$ cat config.mk
export PLATFORM = sky130hd
export DESIGN_NAME = lpdct_device
export DESIGN_NICKNAME = d
export VERILOG_FILES = /design/src/hw/lpdct_pkg.sv /design/src/hw/lpdct_pin_sync.sv /design/src/hw/lpdct_device.sv
export SDC_FILE = /design/constraint.sdc
export NUM_CORES = 1
export LEC_CHECK = 0
export BUFFER_PORTS_ARGS = -buffer_cell sky130_fd_sc_hd__buf_2
export CAP_MARGIN = 20
export CORE_ASPECT_RATIO = 1.4
export CORE_MARGIN = 2
export CORE_UTILIZATION = 55
export DETAILED_ROUTE_END_ITERATION = 8
export PLACE_DENSITY = 0.77
export SETUP_SLACK_MARGIN = 0.2
export SLEW_MARGIN = 20
export SYNTH_ARGS = -nofsm -noshare
export SYNTH_HDL_FRONTEND = slang
export SYNTH_HIERARCHICAL = 1
export SYNTH_SLANG_ARGS = --single-unit
$ cat constraint.sdc
create_clock -name clk -period 2.4 [get_ports clk]
set_input_delay 0.12 -clock clk [delete_from_list [all_inputs] [get_ports clk]]
set_output_delay 0.12 -clock clk [all_outputs]
set_load 0.05 [all_outputs]
$ cat src/hw/lpdct_pkg.sv
package lpdct_pkg;

    // ----------------------------------------
    // clock and time figures
    // ----------------------------------------
    localparam int CLK_PERIOD_NS = 20;
    localparam int T_ADR_NS = 20;
    localparam int T_WLO_NS = 20;
    localparam int T_ODTD_NS = 12;
    localparam int T_ODTE_NS = 12;

    // longest times round down, never below one cycle
    localparam int ADR_CYC = (T_ADR_NS / CLK_PERIOD_NS < 1) ? 1 : T_ADR_NS / CLK_PERIOD_NS;
    localparam int WLO_CYC = (T_WLO_NS / CLK_PERIOD_NS < 1) ? 1 : T_WLO_NS / CLK_PERIOD_NS;
    localparam int ODTD_CYC = (T_ODTD_NS / CLK_PERIOD_NS < 1) ? 1 : T_ODTD_NS / CLK_PERIOD_NS;
    localparam int ODTE_CYC = (T_ODTE_NS / CLK_PERIOD_NS < 1) ? 1 : T_ODTE_NS / CLK_PERIOD_NS;

    // ----------------------------------------
    // latencies in link clocks
    // ----------------------------------------
    localparam logic [3:0] RL_HIGH = 4'hC;
    localparam logic [3:0] RL_LOW = 4'hA;
    localparam logic [3:0] WL_SET_A = 4'h6;
    localparam logic [3:0] WL_B_HIGH = 4'h9;
    localparam logic [3:0] WL_B_LOW = 4'h8;
    localparam int PIPE_LEN = 12;
    localparam int CA_WIDTH = 10;
    localparam int CMD_WIDTH = 4;
    localparam int SYNC_WIDTH = 2 + CMD_WIDTH + CA_WIDTH;

    // ----------------------------------------
    // command codes
    // ----------------------------------------
    typedef enum logic [3:0] {
        CMD_NOP = 4'h0,
        CMD_MRW = 4'h1,
        CMD_MRR = 4'h2,
        CMD_ACTIVATE = 4'h3,
        CMD_READ = 4'h4,
        CMD_WRITE = 4'h5,
        CMD_PRECHARGE = 4'h6,
        CMD_REFRESH = 4'h7,
        CMD_PD_ENTER = 4'h8,
        CMD_SR_ENTER = 4'h9,
        CMD_DPD_ENTER = 4'hA,
        CMD_LP_EXIT = 4'hB,
        CMD_CAT_ENTER = 4'hC,
        CMD_CALIBRATE = 4'hD,
        CMD_WLEV_ENTER = 4'hE,
        CMD_MODE_EXIT = 4'hF
    } lpdct_cmd_t;

    // ----------------------------------------
    // device states
    // ----------------------------------------
    typedef enum logic [5:0] {
        ST_IDLE = 6'h01,
        ST_PDOWN = 6'h02,
        ST_SREF = 6'h04,
        ST_DPD = 6'h08,
        ST_CATRAIN = 6'h10,
        ST_WLEV = 6'h20
    } lpdct_state_t;

endpackage : lpdct_pkg

$ cat src/hw/lpdct_pin_sync.sv
`timescale 1ns/1ns
module lpdct_pin_sync #(
    parameter int WIDTH = 1
) (
    input wire logic clk,
    input wire logic reset_n,
    input wire logic [WIDTH-1:0] pinIn,
    output logic [WIDTH-1:0] pinSync
);

    // ----------------------------------------
    // two-flop synchroniser
    // ----------------------------------------
    logic [WIDTH-1:0] stage1_reg;
    logic [WIDTH-1:0] stage2_reg;

    always_ff @(posedge clk or negedge reset_n) begin
        if (!reset_n) begin
            stage1_reg <= '0;
            stage2_reg <= '0;
        end else begin
            stage1_reg <= pinIn;
            stage2_reg <= stage1_reg;
        end
    end

    assign pinSync = stage2_reg;

endmodule : lpdct_pin_sync

$ cat src/hw/lpdct_device.sv
// Rules from the document; this block implements RULE5, RULE19, RULE21 and RULE22
// [RULE1] controller spaces mode writes ten clocks
// [RULE2] controller waits after mode write
// [RULE3] controller spaces mode reads four clocks
// [RULE4] controller waits extra before read after exit
// [RULE5] read latency twelve or ten; write per set
// [RULE6] controller keeps rows open within limits
// [RULE7] controller waits after precharge before activate
// [RULE8] controller waits after write before read
// [RULE9] controller waits between read and precharge
// [RULE10] controller spaces activates across banks
// [RULE11] at most four activates per window
// [RULE12] controller waits after self refresh exit
// [RULE13] controller waits after power-down exit
// [RULE14] clock enable low minimum in self refresh
// [RULE15] deep power-down held long enough
// [RULE16] command path disabled two clocks after
// [RULE17] boot clock period limited before configuration
// [RULE18] training step spacings for the controller
// [RULE19] calibration result driven within twenty ns
// [RULE20] controller spaces calibration commands
// [RULE21] leveling feedback within twenty ns of strobe
// [RULE22] termination off/on within twelve ns; the device switches it one clock (20 ns) after the state changes
// [RULE23] controller blocks commands until intervals expire
`timescale 1ns/1ns
module lpdct_device (
    input wire logic clk,
    input wire logic reset_n,
    input wire logic linkClk,
    input wire logic clkEnable,
    input wire logic [lpdct_pkg::CMD_WIDTH-1:0] cmdIn,
    input wire logic [lpdct_pkg::CA_WIDTH-1:0] caIn,
    input wire logic strobeIn,
    input wire logic rateHigh,
    input wire logic writeSetB,
    output logic readDataValid,
    output logic writeDataCapture,
    output logic [lpdct_pkg::CA_WIDTH-1:0] dqOut,
    output logic dqOe,
    output logic odtEnable,
    output logic [5:0] deviceState
);

    // ----------------------------------------
    // pin sampling
    // ----------------------------------------
    logic [lpdct_pkg::SYNC_WIDTH-1:0] syncBus;
    logic ckS;
    logic cke;
    logic strobeS;
    logic [lpdct_pkg::CMD_WIDTH-1:0] cmdS;
    logic [lpdct_pkg::CA_WIDTH-1:0] caS;

    lpdct_pin_sync #(.WIDTH(lpdct_pkg::SYNC_WIDTH + 1)) u_sync (
        .clk(clk),
        .reset_n(reset_n),
        .pinIn({strobeIn, linkClk, clkEnable, cmdIn, caIn}),
        .pinSync({strobeS, syncBus})
    );

    assign {ckS, cke, cmdS, caS} = syncBus;

    // ----------------------------------------
    // state registers
    // ----------------------------------------
    lpdct_pkg::lpdct_state_t state_reg, state_next;
    logic ckPrev_reg, ckPrev_next;
    logic strobePrev_reg, strobePrev_next;
    logic [lpdct_pkg::PIPE_LEN-1:0] readPipe_reg, readPipe_next;
    logic [lpdct_pkg::PIPE_LEN-1:0] writePipe_reg, writePipe_next;
    logic readDataValid_reg, readDataValid_next;
    logic writeDataCapture_reg, writeDataCapture_next;
    logic [lpdct_pkg::CA_WIDTH-1:0] dqOut_reg, dqOut_next;
    logic dqOe_reg, dqOe_next;
    logic odtEnable_reg, odtEnable_next;
    logic ckRise;
    logic strobeRise;
    logic [3:0] rlSel;
    logic [3:0] wlSel;
    logic lowPower;

    assign ckRise = ckS & ~ckPrev_reg;
    assign strobeRise = strobeS & ~strobePrev_reg;
    assign lowPower = (state_reg == lpdct_pkg::ST_PDOWN) || (state_reg == lpdct_pkg::ST_SREF)
                      || (state_reg == lpdct_pkg::ST_DPD);

    // ----------------------------------------
    // next-state logic
    // ----------------------------------------
    always_comb begin
        state_next = state_reg;
        ckPrev_next = ckS;
        strobePrev_next = strobeS;
        readPipe_next = readPipe_reg;
        writePipe_next = writePipe_reg;
        readDataValid_next = readDataValid_reg;
        writeDataCapture_next = writeDataCapture_reg;
        dqOut_next = dqOut_reg;
        dqOe_next = dqOe_reg;
        odtEnable_next = ~lowPower; // RULE22
        rlSel = rateHigh ? lpdct_pkg::RL_HIGH : lpdct_pkg::RL_LOW; // RULE5
        wlSel = writeSetB ? (rateHigh ? lpdct_pkg::WL_B_HIGH : lpdct_pkg::WL_B_LOW)
                          : lpdct_pkg::WL_SET_A; // RULE5
        if (ckRise) begin
            readPipe_next = {readPipe_reg[lpdct_pkg::PIPE_LEN-2:0],
                             (state_reg == lpdct_pkg::ST_IDLE) && cke && (cmdS == lpdct_pkg::CMD_READ)};
            writePipe_next = {writePipe_reg[lpdct_pkg::PIPE_LEN-2:0],
                              (state_reg == lpdct_pkg::ST_IDLE) && cke && (cmdS == lpdct_pkg::CMD_WRITE)};
            readDataValid_next = readPipe_reg[rlSel - 4'h1]; // RULE5
            writeDataCapture_next = writePipe_reg[wlSel - 4'h1]; // RULE5
            unique case (state_reg)
                lpdct_pkg::ST_IDLE: begin
                    if (cke) begin
                        unique case (cmdS)
                            lpdct_pkg::CMD_PD_ENTER: state_next = lpdct_pkg::ST_PDOWN;
                            lpdct_pkg::CMD_SR_ENTER: state_next = lpdct_pkg::ST_SREF;
                            lpdct_pkg::CMD_DPD_ENTER: state_next = lpdct_pkg::ST_DPD;
                            lpdct_pkg::CMD_CAT_ENTER: state_next = lpdct_pkg::ST_CATRAIN;
                            lpdct_pkg::CMD_WLEV_ENTER: state_next = lpdct_pkg::ST_WLEV;
                            default: state_next = lpdct_pkg::ST_IDLE;
                        endcase
                    end
                end
                lpdct_pkg::ST_PDOWN, lpdct_pkg::ST_SREF, lpdct_pkg::ST_DPD: begin
                    if (cke && (cmdS == lpdct_pkg::CMD_LP_EXIT)) begin
                        state_next = lpdct_pkg::ST_IDLE;
                    end
                end
                lpdct_pkg::ST_CATRAIN: begin
                    if (cmdS == lpdct_pkg::CMD_CALIBRATE) begin
                        dqOut_next = caS; // RULE19
                        dqOe_next = 1'b1; // RULE19
                    end else if (cke && (cmdS == lpdct_pkg::CMD_MODE_EXIT)) begin
                        dqOe_next = 1'b0;
                        state_next = lpdct_pkg::ST_IDLE;
                    end
                end
                lpdct_pkg::ST_WLEV: begin
                    if (cmdS == lpdct_pkg::CMD_MODE_EXIT) begin
                        dqOe_next = 1'b0;
                        state_next = lpdct_pkg::ST_IDLE;
                    end
                end
            endcase
        end
        // leveling: report sampled link clock at each strobe rise
        if ((state_reg == lpdct_pkg::ST_WLEV) && strobeRise) begin
            dqOut_next = {lpdct_pkg::CA_WIDTH{ckS}}; // RULE21
            dqOe_next = 1'b1; // RULE21
        end
    end

    // ----------------------------------------
    // registers
    // ----------------------------------------
    always_ff @(posedge clk or negedge reset_n) begin
        if (!reset_n) begin
            state_reg <= lpdct_pkg::ST_IDLE;
            ckPrev_reg <= 1'b0;
            strobePrev_reg <= 1'b0;
            readPipe_reg <= '0;
            writePipe_reg <= '0;
            readDataValid_reg <= 1'b0;
            writeDataCapture_reg <= 1'b0;
            dqOut_reg <= '0;
            dqOe_reg <= 1'b0;
            odtEnable_reg <= 1'b1;
        end else begin
            state_reg <= state_next;
            ckPrev_reg <= ckPrev_next;
            strobePrev_reg <= strobePrev_next;
            readPipe_reg <= readPipe_next;
            writePipe_reg <= writePipe_next;
            readDataValid_reg <= readDataValid_next;
            writeDataCapture_reg <= writeDataCapture_next;
            dqOut_reg <= dqOut_next;
            dqOe_reg <= dqOe_next;
            odtEnable_reg <= odtEnable_next;
        end
    end

    assign readDataValid = readDataValid_reg;
    assign writeDataCapture = writeDataCapture_reg;
    assign dqOut = dqOut_reg;
    assign dqOe = dqOe_reg;
    assign odtEnable = odtEnable_reg;
    assign deviceState = state_reg;
endmodule : lpdct_device

==> impl_table.tex <==
\begin{tabular}{lr}
\hline
Metric & Value \\
\hline
\multicolumn{2}{l}{\textbf{Status}} \\
Status & completed \\
\multicolumn{2}{l}{\textbf{Final layout}} \\
Nets@finish & approximately 280 \\
Number of diodes added for antenna fixing & 0 \\
Synth-to-layout area growth & 23.0\% \\
Filler-free cell count of the finished design & about 320 \\
Leading cell type in the layout, fill and taps excluded & sky130\_fd\_sc\_hd\_\_dfrtp\_1 \\
Fraction of final layout cells with drive strength greater than 1 & 33.5\% \\
Filler Cells Inserted & roughly 350 \\
Util after Layout & between 70 and 80\% \\
Leading cell types in the layout, fill and taps excluded & 75 x sky130\_fd\_sc\_hd\_\_dfrtp\_1, 39 x sky130\_fd\_sc\_hd\_\_buf\_2, 20 x sky130\_fd\_sc\_hd\_\_mux2\_2 \\
\multicolumn{2}{l}{\textbf{Pwr}} \\
Pint & between 2000 and 2500 µW \\
Power density normalized to cell area & a little under 1000 nW/µm² \\
Share of power burned in the clock network & a little over 30\% \\
Switching power total & roughly 1100 µW \\
Worst ir drop on vdd & approximately 0.76 mV \\
Switching Share & between 30\% and 40\% \\
Leakage & roughly 0.0016 µW \\
Proportion of power drawn by flip-flops and latches & between 40\% and 50\% \\
Part of the total power dissipated in combinational logic & between 20\% and 30\% \\
\multicolumn{2}{l}{\textbf{STA}} \\
Number of slew-limit violations in the final report & 0 \\
Unrepaired setup endpoints after global routing & yes \\
Measured slew at the worst slew-check pin & between 0.9 and 1 ns \\
Clock tree skew after final layout & roughly 0.008 ns \\
Minimum clock period & about 2.1 ns \\
Headroom to the max-slew limit & between 30\% and 40\% \\
Number of setup violations in the final report & 0 \\
Accumulated negative setup slack & 0 ns \\
Maximum frequency from static timing analysis & between 400 and 500 MHz \\
Final hold vios & 0 \\
Portion of the clock cycle consumed by the worst path in the final layout & 86.6\% \\
\multicolumn{2}{l}{\textbf{Global route}} \\
Via count of the first global-routing pass & about 1800 \\
Wire length of the first global-routing pass & 8.48 mm \\
Initial antenna violation count & 0 \\
Global-route usage over all layers & around 20\% \\
Total overflow reported by the global router & 0 \\
Maximum number of pins on one net before global-route repair & 78 \\
\multicolumn{2}{l}{\textbf{Job}} \\
Max Cap Violations & 0 \\
\multicolumn{2}{l}{\textbf{Placed design}} \\
Routability-driven placement congestion ratio & 0.906 \\
Estimated wirelength of the detail-placed design & $\sim$3 mm \\
Placed instance count & a little under 300 \\
I/O Buffers & 40 \\
\multicolumn{2}{l}{\textbf{Detailed routing}} \\
Number of detailed-routing iterations run before antenna repair & 4 \\
Total routed wirelength & just over 5 mm \\
\# DRC & 0 \\
Iteration-0 DRC Markers & 95 \\
Via density & $\sim$5.4 \\
Detailed-route wire length per cell & $\sim$16 µm \\
Vias & around 1800 \\
Final antenna-violating net count & 0 \\
\multicolumn{2}{l}{\textbf{Setup path}} \\
Worst path slowest cell & sky130\_fd\_sc\_hd\_\_dfrtp\_1 \\
Type of destination of the critical path & flip-flop \\
Highest net fanout along the worst path & 7 \\
Endpoint required time on the critical path & between 2 and 3 ns \\
Max incr delay on CP & between 0.4 and 0.5 ns \\
List of cells traversed by the critical path & nor4\_2, nand3b\_1, a21oi\_2, or3\_1, mux2\_2 \\
Sort of element at the start of the critical path & flip-flop \\
Arrival time reported for the critical path endpoint & 2.37 ns \\
Critical path type & reg2reg \\
\multicolumn{2}{l}{\textbf{Floorplan}} \\
Total number of placement rows & 30 \\
Overall die height & around 88 µm \\
I/O pin count & 41 \\
Initial cell density of the core & between 50 and 60\% \\
Die extent in x & around 64 µm \\
Die area & roughly 5700 µm² \\
Core Area & 4880 µm² \\
\multicolumn{2}{l}{\textbf{Synthesis}} \\
Number of warnings issued by yosys & 6 \\
Number of distinct library cell variants in the gate-level netlist after synthesis & 38 \\
Yosys reg bits & 77 \\
Post-synth design cell area & $\sim$2800 µm² \\
Average footprint of a synthesized cell & 14.6 µm² \\
Fraction of the yosys area taken by sequential cells & about 69\% \\
Mapped Nets & about 210 \\
Post-Syn Instances & 192 \\
\multicolumn{2}{l}{\textbf{Clock tree}} \\
Cts repair resizes & 0 \\
Worst-case clock buffer depth & 2 \\
Clock-pin slew of the registers on the worst-case setup and hold paths & 0.08 ns \\
Clock Tree Root & sky130\_fd\_sc\_hd\_\_clkbuf\_8 \\
Clk Latency, worst-skew pair & 0.36 ns \\
Clock tree from TritonCTS & built \\
Clock sink count & 77 \\
H-tree lvl count & 3 \\
TritonCTS Buffers & 9 \\
\multicolumn{2}{l}{\textbf{Min path}} \\
Worst hold path class & in2reg \\
\hline
\end{tabular}
through the flow:
| stage | power (µW) | area [µm²] | setup WS (ns) | hold slack [ns] |
|---|---|---|---|---|
| finish | 3310 | 3440 | 0.321 | 0.0754 |
| global route | 3460 | 3440 | 0.176 | 0.131 |
| CTS | 3320 | 3440 | 0.322 | 0.0669 |
| detailed placement | 2290 | 3050 | 0.340 | 0.229 |
| global placement | 2280 | 3050 | 0.441 | 0.227 |
| floorplan | 2100 | 2800 | 0.297 | -0.176 |
final cells by class:
type,instances,area [µm²],share of cell area (%)
Sequential cell,77,1930,56.1
Tap cell,64,80.1,2.33
Clock inverter,7,83.8,2.44
Clock buffer,9,124,3.60
Multi-Input combinational cell,106,820,23.8
Timing Repair Buffer,60,398,11.6
Inverter,1,3.75,0.109
power by group through the flow:
stage	sequential, µW	clock [µW]	combinational, µW
after detailed placement	1580	0	716
after global routing	1580	1090	794
after global placement	1570	0	704
final	1560	1010	742
after floorplan	1870	0	234
after CTS	1550	1020	743
logic make-up (layout without fill, tap and decap cells):
family / Yosys count / after routing / share of synthesized area, %
flip-flops: 77 / 77 / 69.0
AND/OR/NAND/NOR: 43 / 43 / 8.86
AO/OA/AOI/OAI: 36 / 36 / 10.0
multiplexers: 24 / 24 / 9.49
XOR/XNOR: 3 / 3 / 0.940
buffers and inverters: 9 / 77 / 1.66
metal layers:
layer  vias up  global-route usage [%]  wire (µm)
met1       870                    24.6       2050
met5         -                       0          0
met4         0                    11.4        114
met2        48                    33.7       2700
li1        829                       -          -
met3        11                    5.22        209
worst max-delay path, delay by kind of cell, from the launching register on:
| kind | cells | cell delay (ns) |
|---|---|---|
| and+or+nand+nor | 3 | 0.89 |
| DFF | 1 | 0.47 |
| muxes | 1 | 0.36 |
| AOI/OAI and AO/OA | 1 | 0.30 |
Yosys cell counts:
master,count,area share (%)
sky130_fd_sc_hd__o31ai_1,6,1.6
sky130_fd_sc_hd__nand2b_1,4,0.90
sky130_fd_sc_hd__a21o_1,1,0.27
sky130_fd_sc_hd__or3_1,1,0.22
sky130_fd_sc_hd__mux2_2,20,8.1
sky130_fd_sc_hd__nor4_2,2,0.90
sky130_fd_sc_hd__buf_4,1,0.27
sky130_fd_sc_hd__xor2_1,2,0.63
sky130_fd_sc_hd__buf_6,1,0.40
sky130_fd_sc_hd__o21ba_2,1,0.36
sky130_fd_sc_hd__nand4b_1,3,0.94
sky130_fd_sc_hd__buf_2,1,0.18
sky130_fd_sc_hd__nor2b_1,2,0.45
sky130_fd_sc_hd__clkbuf_1,4,0.54
sky130_fd_sc_hd__buf_1,1,0.13
sky130_fd_sc_hd__and2_1,1,0.22
sky130_fd_sc_hd__nand4_1,1,0.22
sky130_fd_sc_hd__inv_1,1,0.13
sky130_fd_sc_hd__nand2_1,9,1.2
sky130_fd_sc_hd__and3_1,1,0.22
sky130_fd_sc_hd__nand3b_1,3,0.81
sky130_fd_sc_hd__and4b_1,1,0.36
sky130_fd_sc_hd__a221o_1,8,2.9
sky130_fd_sc_hd__or2_2,1,0.22
sky130_fd_sc_hd__dfrtp_1,75,67
sky130_fd_sc_hd__dfstp_2,2,1.9
sky130_fd_sc_hd__o41ai_1,5,1.6
sky130_fd_sc_hd__nor4b_1,1,0.31
sky130_fd_sc_hd__nor2_1,10,1.3
sky130_fd_sc_hd__a32oi_1,1,0.31
sky130_fd_sc_hd__xnor2_1,1,0.31
sky130_fd_sc_hd__nor3_1,1,0.18
sky130_fd_sc_hd__a21oi_1,2,0.36
sky130_fd_sc_hd__nand3_1,2,0.36
sky130_fd_sc_hd__o211ai_2,1,0.45
sky130_fd_sc_hd__mux2i_1,4,1.4
sky130_fd_sc_hd__o21ai_0,9,1.6
sky130_fd_sc_hd__a21oi_2,2,0.63
final timing paths:
check / start / endpoint / slack (ns) / cells past startpoint
setup / recovery: deviceState[1]$_DFFE_PN0P_ / deviceState[0]$_DFFE_PN1P_ / 0.32 / 5
hold / removal: writeSetB / writeDataCapture$_DFFE_PN0P_ / 0.08 / 4
setup reg to reg: deviceState[1]$_DFFE_PN0P_ / deviceState[0]$_DFFE_PN1P_ / 0.32 / 5
hold reg to reg: u_sync/stage1_reg[4]$_DFF_PN0_ / u_sync/pinSync[4]$_DFF_PN0_ / 0.35 / 0
max in group asynchronous: reset_n / u_sync/stage1_reg[1]$_DFF_PN0_ / 1.39 / 2
min in group asynchronous: reset_n / writePipe_reg[4]$_DFFE_PN0P_ / 0.43 / 2
repair_timing:
| item | CTS | global route |
|---|---|---|
| hold buffers | 18 | 0 |
| endpoints found under the setup margin | 0 | 2 |
| buffers inserted | 0 | 0 |
| endpoints found under the hold margin | 92 | 0 |
Power figures use the tool's default switching activity.
